$ cat src/verilog/epa_pkg.sv
// constants, register map and helper functions of the eight-bit port a
package epa_pkg;

    // register bus geometry
    localparam int          EPA_ADDR_W         = 3;
    localparam int          EPA_DATA_W         = 8;

    // register offsets
    localparam logic [2:0]  EPA_OFS_PIN_LEVELS = 3'h0;
    localparam logic [2:0]  EPA_OFS_OUT_LATCH  = 3'h1;
    localparam logic [2:0]  EPA_OFS_DIRECTION  = 3'h2;
    localparam logic [2:0]  EPA_OFS_CONV_CTRL  = 3'h3;
    localparam logic [2:0]  EPA_OFS_CMP_CTRL   = 3'h4;
    localparam logic [2:0]  EPA_OFS_CREF_CTRL  = 3'h5;
    localparam logic [2:0]  EPA_OFS_OSC_CONFIG = 3'h6;

    // values after reset
    localparam logic [7:0]  EPA_RST_LATCH      = 8'h00;
    localparam logic [7:0]  EPA_RST_DIRECTION  = 8'hff;
    localparam logic [7:0]  EPA_RST_CONV_CTRL  = 8'h00;
    localparam logic [7:0]  EPA_RST_CMP_CTRL   = 8'h00;
    localparam logic [7:0]  EPA_RST_CREF_CTRL  = 8'h00;
    localparam logic [3:0]  EPA_RST_OSC_CONFIG = 4'h2;
    localparam logic [1:0]  EPA_RST_DIV        = 2'h0;

    // field layouts
    localparam logic [7:0]  EPA_CONV_RD_MASK   = 8'h3f;
    localparam int          EPA_PCFG_LSB       = 0;
    localparam logic [7:0]  EPA_CMP_WR_MASK    = 8'h3f;
    localparam int          EPA_CMP_RESULT_LSB = 6;
    localparam int          EPA_CREF_EN_BIT    = 7;
    localparam int          EPA_CREF_OE_BIT    = 6;

    // pin positions with alternate functions
    localparam int          EPA_PIN_CREF       = 0;
    localparam int          EPA_PIN_T0CK       = 4;
    localparam int          EPA_PIN_SSEL       = 5;
    localparam int          EPA_PIN_OSC_OUT    = 6;
    localparam int          EPA_PIN_OSC_IN     = 7;

    // oscillator select encodings that free pins or put the divided clock on pin 6; all others are crystal
    localparam logic [3:0]  EPA_OSC_INT_IO     = 4'h8;
    localparam logic [3:0]  EPA_OSC_INT_CLKOUT = 4'h9;
    localparam logic [3:0]  EPA_OSC_EXT_IO     = 4'h4;
    localparam logic [3:0]  EPA_OSC_EXT_CLKOUT = 4'h5;

    // clock out runs at the system clock divided by this
    localparam int          EPA_DIVIDED_CLOCK_OUT_DIV       = 4;

    // converter channel count limit: pcfg value that makes every pin digital
    localparam logic [3:0]  EPA_PCFG_ALL_DIG   = 4'hf;

    // analog-selected pins from the converter config field
    function automatic logic [7:0] epa_analog_mask(input logic [3:0] pcfg);
        logic [7:0] m;
        m = 8'h00;
        // channel k is analog while pcfg is below all-digital minus k
        m[0] = (pcfg < EPA_PCFG_ALL_DIG);
        m[1] = (pcfg < EPA_PCFG_ALL_DIG - 4'h1);
        m[2] = (pcfg < EPA_PCFG_ALL_DIG - 4'h2);
        m[3] = (pcfg < EPA_PCFG_ALL_DIG - 4'h3);
        m[5] = (pcfg < EPA_PCFG_ALL_DIG - 4'h4);
        return m;
    endfunction

    // port usability of pins 6 (bit 0) and 7 (bit 1)
    function automatic logic [1:0] epa_osc_port_pins(input logic [3:0] osc);
        logic [1:0] p;
        p = 2'b00;
        if (osc == EPA_OSC_INT_IO) begin
            p = 2'b11;
        end else if (osc == EPA_OSC_INT_CLKOUT) begin
            p = 2'b10;
        end else if (osc == EPA_OSC_EXT_IO) begin
            p = 2'b01;
        end
        return p;
    endfunction

    // true when pin 6 carries the divided clock
    function automatic logic epa_osc_clkout(input logic [3:0] osc);
        return (osc == EPA_OSC_INT_CLKOUT) || (osc == EPA_OSC_EXT_CLKOUT);
    endfunction

endpackage

$ cat src/verilog/epa_port.sv
// eight-bit general-purpose port a with alternate-function overrides
//
// Strobed register access and the register offsets were chosen for this implementation.
`timescale 1ns/1ps
module epa_port
    import epa_pkg::*;
(
    // clock, reset and enable
    input  wire logic                  sys_clk_i,
    input  wire logic                  arst_n_i,
    input  wire logic                  ce_i,
    // register port
    input  wire logic [EPA_ADDR_W-1:0] addr_i,
    input  wire logic [EPA_DATA_W-1:0] wdata_i,
    input  wire logic                  wr_i,
    input  wire logic                  rd_i,
    output logic      [EPA_DATA_W-1:0] rdata_o,
    // pins
    input  wire logic [7:0]            pin_i,
    output logic      [7:0]            pin_o,
    output logic      [7:0]            pin_oe_o,
    // peripheral side
    input  wire logic [1:0]            cmp_result_i,
    output logic      [7:0]            analog_sel_o,
    output logic                       comparator_reference_out_en_o,
    output logic                       timer_zero_clock_in_o,
    output logic                       slave_select_o,
    output logic                       voltage_detect_trip_in_sel_o
);

    // register state
    logic [7:0] latch_reg;
    logic [7:0] latch_next;
    logic [7:0] dir_reg;
    logic [7:0] dir_next;
    logic [7:0] conv_reg;
    logic [7:0] conv_next;
    logic [7:0] cmp_reg;
    logic [7:0] cmp_next;
    logic [7:0] cref_reg;
    logic [7:0] cref_next;
    logic [3:0] osc_reg;
    logic [3:0] osc_next;
    logic [7:0] rdata_reg;
    logic [7:0] rdata_next;

    // pin side state
    logic [7:0] pin_reg;
    logic [7:0] pin_next;
    logic [7:0] oe_reg;
    logic [7:0] oe_next;
    logic [1:0] div_reg;
    logic [1:0] div_next;
    logic [7:0] ana_reg;
    logic [7:0] ana_next;
    logic       cref_on_reg;
    logic       cref_on_next;
    logic       t0ck_reg;
    logic       t0ck_next;
    logic       ssel_reg;
    logic       ssel_next;
    logic       hlvd_reg;
    logic       hlvd_next;

    // decoded configuration
    logic [7:0] lvl_sync;
    logic [7:0] ana_mask;
    logic [1:0] osc_port;
    logic       divided_clock_out_mode;
    logic       cref_on;
    logic [7:0] port_mask;
    logic [7:0] level_rd;

    // pin levels pass through two flops before any use
    epa_sync u_sync (
        .sys_clk_i (sys_clk_i),
        .arst_n_i  (arst_n_i),
        .ce_i      (ce_i),
        .async_i   (pin_i),
        .sync_o    (lvl_sync)
    );

    // configuration decode shared by the read path and the pin drivers
    always_comb begin
        ana_mask  = epa_analog_mask(conv_reg[EPA_PCFG_LSB +: 4]);
        osc_port  = epa_osc_port_pins(osc_reg);
        divided_clock_out_mode = epa_osc_clkout(osc_reg);
        cref_on   = cref_reg[EPA_CREF_EN_BIT] & cref_reg[EPA_CREF_OE_BIT];
        port_mask = {osc_port[1], osc_port[0], 6'h3f};
        level_rd  = lvl_sync & ~ana_mask & port_mask;
        level_rd[EPA_PIN_CREF] = level_rd[EPA_PIN_CREF] & ~cref_on;
    end

    // register writes and the one-cycle-late read data
    always_comb begin
        latch_next = latch_reg;
        dir_next   = dir_reg;
        conv_next  = conv_reg;
        cmp_next   = cmp_reg;
        cref_next  = cref_reg;
        osc_next   = osc_reg;
        rdata_next = rdata_reg;
        if (ce_i && wr_i) begin
            if (addr_i == EPA_OFS_PIN_LEVELS) begin
                latch_next = wdata_i;
            end else if (addr_i == EPA_OFS_OUT_LATCH) begin
                latch_next = wdata_i;
            end else if (addr_i == EPA_OFS_DIRECTION) begin
                dir_next = wdata_i;
            end else if (addr_i == EPA_OFS_CONV_CTRL) begin
                conv_next = wdata_i & EPA_CONV_RD_MASK;
            end else if (addr_i == EPA_OFS_CMP_CTRL) begin
                cmp_next = wdata_i & EPA_CMP_WR_MASK;
            end else if (addr_i == EPA_OFS_CREF_CTRL) begin
                cref_next = wdata_i;
            end else if (addr_i == EPA_OFS_OSC_CONFIG) begin
                osc_next = wdata_i[3:0];
            end
        end
        if (ce_i && rd_i) begin
            if (addr_i == EPA_OFS_PIN_LEVELS) begin
                rdata_next = level_rd;
            end else if (addr_i == EPA_OFS_OUT_LATCH) begin
                rdata_next = latch_reg & port_mask;
            end else if (addr_i == EPA_OFS_DIRECTION) begin
                rdata_next = dir_reg & port_mask;
            end else if (addr_i == EPA_OFS_CONV_CTRL) begin
                rdata_next = conv_reg & EPA_CONV_RD_MASK;
            end else if (addr_i == EPA_OFS_CMP_CTRL) begin
                rdata_next = cmp_reg & EPA_CMP_WR_MASK;
                rdata_next[EPA_CMP_RESULT_LSB +: 2] = cmp_result_i;
            end else if (addr_i == EPA_OFS_CREF_CTRL) begin
                rdata_next = cref_reg;
            end else if (addr_i == EPA_OFS_OSC_CONFIG) begin
                rdata_next = {4'h0, osc_reg};
            end else begin
                rdata_next = 8'h00;                                      // unmapped
            end
        end
    end

    // register file
    always_ff @(posedge sys_clk_i or negedge arst_n_i) begin
        if (!arst_n_i) begin
            latch_reg <= EPA_RST_LATCH;
            dir_reg   <= EPA_RST_DIRECTION;
            conv_reg  <= EPA_RST_CONV_CTRL;
            cmp_reg   <= EPA_RST_CMP_CTRL;
            cref_reg  <= EPA_RST_CREF_CTRL;
            osc_reg   <= EPA_RST_OSC_CONFIG;
            rdata_reg <= 8'h00;
        end else begin
            latch_reg <= latch_next;
            dir_reg   <= dir_next;
            conv_reg  <= conv_next;
            cmp_reg   <= cmp_next;
            cref_reg  <= cref_next;
            osc_reg   <= osc_next;
            rdata_reg <= rdata_next;
        end
    end

    // pin drivers with alternate-function priority over the port
    always_comb begin
        div_next     = ce_i ? div_reg + 2'h1 : div_reg;
        pin_next     = pin_reg;
        oe_next      = oe_reg;
        ana_next     = ana_reg;
        cref_on_next = cref_on_reg;
        t0ck_next    = t0ck_reg;
        ssel_next    = ssel_reg;
        hlvd_next    = hlvd_reg;
        if (ce_i) begin
            pin_next = latch_reg;
            // analog pins still obey their direction bits
            oe_next  = ~dir_reg & port_mask;
            if (cref_on) begin
                oe_next[EPA_PIN_CREF] = 1'b0;
            end
            if (divided_clock_out_mode) begin
                pin_next[EPA_PIN_OSC_OUT] = div_reg[1];
                oe_next[EPA_PIN_OSC_OUT]  = 1'b1;
            end
            ana_next     = ana_mask;
            cref_on_next = cref_on;
            t0ck_next    = lvl_sync[EPA_PIN_T0CK];
            ssel_next    = lvl_sync[EPA_PIN_SSEL];
            hlvd_next    = ana_mask[EPA_PIN_SSEL];
        end
    end

    // pin side registers
    always_ff @(posedge sys_clk_i or negedge arst_n_i) begin
        if (!arst_n_i) begin
            pin_reg     <= EPA_RST_LATCH;
            oe_reg      <= 8'h00;
            div_reg     <= EPA_RST_DIV;
            ana_reg     <= 8'h00;
            cref_on_reg <= 1'b0;
            t0ck_reg    <= 1'b0;
            ssel_reg    <= 1'b0;
            hlvd_reg    <= 1'b0;
        end else begin
            pin_reg     <= pin_next;
            oe_reg      <= oe_next;
            div_reg     <= div_next;
            ana_reg     <= ana_next;
            cref_on_reg <= cref_on_next;
            t0ck_reg    <= t0ck_next;
            ssel_reg    <= ssel_next;
            hlvd_reg    <= hlvd_next;
        end
    end

    // outputs straight from flops
    assign rdata_o                       = rdata_reg;
    assign pin_o                         = pin_reg;
    assign pin_oe_o                      = oe_reg;
    assign analog_sel_o                  = ana_reg;
    assign comparator_reference_out_en_o = cref_on_reg;
    assign timer_zero_clock_in_o         = t0ck_reg;
    assign slave_select_o                = ssel_reg;
    assign voltage_detect_trip_in_sel_o  = hlvd_reg;
endmodule // epa_port

$ cat src/verilog/epa_sync.sv
// two-stage synchroniser for the pin levels
`timescale 1ns/1ps
module epa_sync
    import epa_pkg::*;
(
    // clock and reset
    input  wire logic                  sys_clk_i,
    input  wire logic                  arst_n_i,
    input  wire logic                  ce_i,
    // levels
    input  wire logic [EPA_DATA_W-1:0] async_i,
    output logic      [EPA_DATA_W-1:0] sync_o
);

    logic [EPA_DATA_W-1:0] meta_reg;
    logic [EPA_DATA_W-1:0] meta_next;
    logic [EPA_DATA_W-1:0] sync_reg;
    logic [EPA_DATA_W-1:0] sync_next;

    // first stage feeds only the second
    always_comb begin
        meta_next = ce_i ? async_i : meta_reg;
        sync_next = ce_i ? meta_reg : sync_reg;
    end

    // stage registers
    always_ff @(posedge sys_clk_i or negedge arst_n_i) begin
        if (!arst_n_i) begin
            meta_reg <= 8'h00;
            sync_reg <= 8'h00;
        end else begin
            meta_reg <= meta_next;
            sync_reg <= sync_next;
        end
    end

    assign sync_o = sync_reg;

endmodule // epa_sync
$ cat config.mk
export PLATFORM = sky130hd
export DESIGN_NAME = epa_port
export DESIGN_NICKNAME = d
export VERILOG_FILES = /design/src/verilog/epa_pkg.sv /design/src/verilog/epa_port.sv /design/src/verilog/epa_sync.sv
export SDC_FILE = /design/constraint.sdc
export NUM_CORES = 1
export LEC_CHECK = 0
export BUFFER_PORTS_ARGS = -buffer_cell sky130_fd_sc_hd__buf_2
export CAP_MARGIN = 20
export CORE_MARGIN = 3
export CORE_UTILIZATION = 45
export DETAILED_ROUTE_END_ITERATION = 8
export PLACE_DENSITY = 0.7
export REMOVE_ABC_BUFFERS = 1
export SLEW_MARGIN = 20
export SYNTH_ARGS = -nofsm -noshare
export SYNTH_HDL_FRONTEND = slang
export SYNTH_SLANG_ARGS = --single-unit
$ cat constraint.sdc
create_clock -name sys_clk_i -period 1.8 [get_ports sys_clk_i]
set_input_delay 0 -clock sys_clk_i [delete_from_list [all_inputs] [get_ports sys_clk_i]]
set_output_delay 0 -clock sys_clk_i [all_outputs]
set_load 0.005 [all_outputs]
; ---- Yosys cells after proc, flatten, opt, wreduce, memory -nomap -nowiden
; Index checks and enable logic that the tools add are counted.
[totals]
regBits = 91
in_bits = 26
output_inout_bits = 36
[op_classes]
add_sub_neg = 1
magnitude_cmp = 5
eq_ne = 10
muxes = 15
bitwise = 16
n_reduce_logical = 11
[ops]
columns = cell, count
row1 = $mux 8, 8
row2 = $and 8x8->8, 5
row3 = $lt 4x4->1 const B, 5
row4 = $eq 3x3->1 const B, 3
row5 = $eq 4x3->1 const B, 2
row6 = $eq 4x4->1 const B, 2
row7 = $not 6->8, 1
row8 = $not 8->8, 1
row9 = $reduce_and 8->1, 1
row10 = $not 1->1, 7
row11 = $reduce_and 7->1, 1
row12 = $eq 3x2->1 const B, 2
row13 = $reduce_and 6->1, 1
row14 = $reduce_and 5->1, 1
row15 = $mux 1, 4
row16 = $mux 2, 2
row17 = $mux 4, 1
row18 = $reduce_and 4->1, 1
row19 = $eq 3x1->1 const B, 1
row20 = $logic_not 3->1, 1
row21 = $add 2x1->2 const B, 1
row22 = $and 1x1->1, 2
row23 = $logic_and 1x1->1, 2
row24 = $reduce_and 2->1, 1
row25 = 2 further kinds, 2

; ---- Depth between registers and ports, before layout
[depth]
depth_word = 8
ltp_mapped = 6
mapped_depth_nobuf = 4

; ---- Cells and area by module
; From an unflattened synthesis, not the netlist that was laid out.
[hier_totals]
hier_cells = 327
hier_area_um2 = 4107.7
[by_module_without_submodules]
columns = mod, n_inst, cells_each, area_each_um2, seq_area_each_um2
row1 = epa_port, 1, 293, 3458.3, 1863.0
row2 = epa_sync, 1, 34, 649.4, 400.4

; ---- Worst setup path after synthesis
; Ideal clock, no wire load.
[synth_path]
path_kind = flip-flop to flip-flop
startpoint = register conv_reg[3]
endpoint = register rdata_reg[3] (netlist: rdata_o[3])
arrival_time_ns = 1.261
required_ns = 1.673
path_slack_ns = 0.412
stages_incl_launch_ff = 6
path_buffers = 1
synth_period_minus_slack_ns = 1.388
path_cell_list = dfrtp_1 clkbuf_1 nand2b_1 a221o_1 a221oi_1 nor2_1
[synth_via]
elab_chain_cells = 5
[synth_lines]
columns = item, line_no
row1 = "start, declared", epa_port.sv:36  ; logic [7:0] conv_reg;
row2 = "start signal, assigned", epa_port.sv:155  ; conv_reg <= conv_next;
row3 = $lt 4x4->1, epa_pkg.sv:61  ; m[3] = (pcfg < EPA_PCFG_ALL_DIG - 4'h3);
row4 = $not 6->8, epa_port.sv:90  ; level_rd = lvl_sync & ~ana_mask & port_mask;
row5 = $and 8x8->8 (2 in a row), epa_port.sv:90
row6 = $mux 8 (*), epa_port.sv:121  ; if (addr_i == EPA_OFS_PIN_LEVELS) begin
row7 = "end signal, assigned", epa_port.sv:159  ; rdata_reg <= rdata_next;
row8 = "end, declared", epa_port.sv:44  ; logic [7:0] rdata_reg;
; Mark *: on every way between the ends. The rest lies on a longest branch, timed or not.
; A chain may end at the register's enable or synchronous reset.

; ---- Final worst setup path
[layout_path]
startpoint = register osc_reg[3]
endpoint = register rdata_reg[6] (netlist: rdata_o[6])
[layout_via]
elab_chain_cells = 8
[layout_lines]
columns = item, line_no
row1 = "start, declared", epa_port.sv:42  ; logic [3:0] osc_reg;
row2 = "start signal, assigned", epa_port.sv:158  ; osc_reg <= osc_next;
row3 = $eq 4x3->1, epa_pkg.sv:74  ; end else if (osc == EPA_OSC_EXT_IO) begin
row4 = $mux 1, epa_pkg.sv:74
row5 = $mux 2, epa_pkg.sv:72  ; end else if (osc == EPA_OSC_INT_CLKOUT) begin
row6 = $mux 2 (*), epa_pkg.sv:70  ; if (osc == EPA_OSC_INT_IO) begin
row7 = $and 8x8->8, epa_port.sv:126  ; rdata_next = dir_reg & port_mask;
row8 = $mux 8, epa_port.sv:125  ; end else if (addr_i == EPA_OFS_DIRECTION) begin
row9 = $mux 8, epa_port.sv:123  ; end else if (addr_i == EPA_OFS_OUT_LATCH) begin
row10 = $mux 8 (*), epa_port.sv:121
; Marks and branches as above.

==> results.md <==
* RR Endpoint: rdata_o[6]
* Seq/Total Area, Yosys at 55.3%
* Final setup violation count at 0
* Setup crit start kind: flip-flop
* Die Height at 101 um
* Worst-case clock buffer depth at 2
* WL/cell at 17.7 um
* Synth Warn # at 0
* Clk sinks at 90
* CTS clock-pin slew for the worst setup and hold paths at 0.09 ns
* R2R depth at 4
* Maxcap violations at 0
* Post-detail-place hpwl at 6.55 mm
* Row cnt at 34
* Die Footprint at 0.0103 sq mm
* Vias in the first global route at 2768
* Most common cell after layout, fill and taps aside: dfrtp_1
* Initial antenna violation count at 0
* Fmax at 647 MHz
* Final hold viol count at 0
* Gr ovfl total at 0
* Post-CTS sizing at 0
* Final Power at 5.17 mW
* Yosys reg bits at 90
* Dominant synthesized flop cell: dfrtp_1
* 1st-iter DRT viols at 109
* Hold Crit Class: input pin to flip-flop
* Post-synth top area share at 49.5%
* Most frequent cells in the layout: 81 x dfrtp_1, 68 x mux2_2, 57 x buf_2, 24 x nor2_1, 17 x dlygate4sd3_1
* Max-slew violations at 0
* Hold_ws at 0.0707 ns
* Area of placed instances at 0.00451 sq mm
* Static leakage at 2.15 nW
* Status: complete, no violations
* Crit end category: flip-flop
* Initial DRT Pass Iterations at 4
* I/O pin count at 62
* Critical path arrival at 1.78 ns
* Clock root cell: clkbuf_8
* Critical path class: flip-flop to flip-flop
* Unrepaired setup endpoints after global routing: false
* CTS tree: yes
* Design area at 0.00486 sq mm
* CP peak stage delay at 0.49 ns
* EDFF count, synth at 0
* Syn avg cell area at 13.0 sq um
* Worst-margin pin slew at 0.552 ns
* # DRC at 0
* First-pass GRT wire length at 14.7 mm
* Routed Antenna Nets at 0
* Synth top area cells: dfrtp_1 50%, mux2_2 19%, dfstp_2 5.8%
* Clock Skews at 0.00955 ns
* VDD IR max at 0.508 mV
* Pre-CTS setup slack at 0.206 ns
* Global placement routability congestion at 0.859
* Synthesized instance count at 316
* Port bufs at 58
* Share of cells above drive strength 1 at 43.5%
* Final cycle utilization of the critical path at 85.9%
* Die width at 101 um
* Worst flop-to-flop path startpoint: osc_reg[3]
* Vias at 2734
* Worst EP required at 2.04 ns
* FF+latch area at 0.00226 sq mm
* CP Cell Sequence: xnor2_1 -> nor3_1 -> o32ai_1 -> a21oi_1
* Critical Path End: rdata_o[6]
* R2R setup slack at 0.25 ns
* Synthesized area at 0.00409 sq mm
* Cts bufs inserted at 9
* Final min period at 1.55 ns
* Final #Nets at 423
* PwrDens at 1060 mW/mm^2
* Critical path peak fanout at 5
* GRT Overall Usage at 18.9%
* Worst setup path startpoint: osc_reg[3]
* Setup TNS at 0 ns
* Netlist cell types at 48
* Detailed Route WL at 9.01 mm
* Initial Util at 46.7%
* Antenna cells at 0
* Slowest CP cell: xnor2_1
* Slew Limit Headroom at 62.9%
* H-tree depth at 3
* Core Region at 0.00876 sq mm
* Multi-input logic area at 0.00167 sq mm
* Clk Latency, worst-skew pair at 0.36 ns
* Asr flop ratio synth at 100%
* Largest net degree at the start of global routing at 31
* Fill cells at 770
* Final worst slack at 0.254 ns
* Largest area contributor in the netlist: dfrtp_1
* Setup repair bufs after CTS at 0
* Via density at 5.36
* Area Overhead vs Synth at 18.7%
==> per-layer routing <==
layer	global-route usage (%)	part of all wire, %	wire length [um]
met2	30.3	48	4310
met4	6.54	2.3	206
met5	0	0	0
met1	25.3	45	4060
met3	4.41	4.8	430
==> repair_timing <==
action                                  4_1_cts  5_1_grt
endpoints found under the setup margin        0        0
endpoints found under the hold margin       130        0
hold buffers                                 17        0
==> cell usage after synthesis, types with 2 or more instances <==
| cell type | instances |
|---|---|
| dfrtp_1 | 81 |
| mux2_2 | 68 |
| nor2_1 | 24 |
| mux2i_1 | 16 |
| a21oi_1 | 11 |
| nand2_1 | 10 |
| dfstp_2 | 9 |
| buf_2 | 8 |
| o21ai_0 | 8 |
| inv_1 | 6 |
| buf_4 | 5 |
| clkbuf_1 | 5 |
| nand2b_1 | 4 |
| nor2b_1 | 4 |
| nor3_1 | 4 |
| a31oi_1 | 3 |
| buf_6 | 3 |
| nand3_1 | 3 |
| nand3b_1 | 3 |
| o221ai_1 | 3 |
| a211oi_1 | 2 |
| a221oi_1 | 2 |
| a41oi_1 | 2 |
| and2_1 | 2 |
| nor3_2 | 2 |
| nor3_4 | 2 |
| o2111ai_1 | 2 |
| o21a_1 | 2 |
| o2bb2ai_1 | 2 |
| xnor2_1 | 2 |
==> power breakdown <==
group / internal, mW / switching, mW
clock: 0.637 / 0.673
sequential: 2.49 / 0.317
combinational: 0.599 / 0.460
==> worst min path at each step <==
stage	slack [ns]	to	start	cells past startpoint
global route	0.12	timer_zero_clock_in_o	arst_n_i	2
floorplan	-0.30	analog_sel_o[0]	arst_n_i	0
finish	0.07	rdata_o[7]	cmp_result_i[1]	5
CTS	0.07	rdata_o[7]	cmp_result_i[1]	5
global placement	-0.05	u_sync.meta_reg[4]	arst_n_i	1
detailed placement	-0.04	timer_zero_clock_in_o	arst_n_i	1
==> per-stage QoR <==
stage                     util, %  std cells
final                        55.4        510
after global routing         55.4        510
after CTS                    55.4        510
after detailed placement     51.4        477
after global placement       51.4        477
after floorplan                 -        296
==> layout make-up <==
cell class,instances,share of cell area [%]
Inverter,6,0.464
Timing Repair Buffer,90,12.1
Clock buffer,12,2.78
Clock inverter,4,0.927
Multi-Input combinational cell,200,34.4
Tap cell,108,2.78
Sequential cell,90,46.6
==> cells by family (layout without fill, tap and decap cells) <==
logic type      count (synthesis)  count (layout)  share of synthesized area, %
compound gates                 42              42                          7.43
xor+xnor                        3               3                         0.642
buf+inv                        28             112                          4.10
flops                          90              90                          55.3
mux                            85              85                          23.2
other cells                     1               3                        0.0916
simple gates                   67              67                          9.26
==> worst max-delay path, delay by kind of cell (launching register included) <==
kind / cells / cell delay (ns)
XOR/XNOR: 1 / 0.49
flip-flops: 1 / 0.43
AND/OR/NAND/NOR: 1 / 0.13
AO/OA/AOI/OAI: 2 / 0.37
Note: power is estimated with default switching activity, not from simulation.
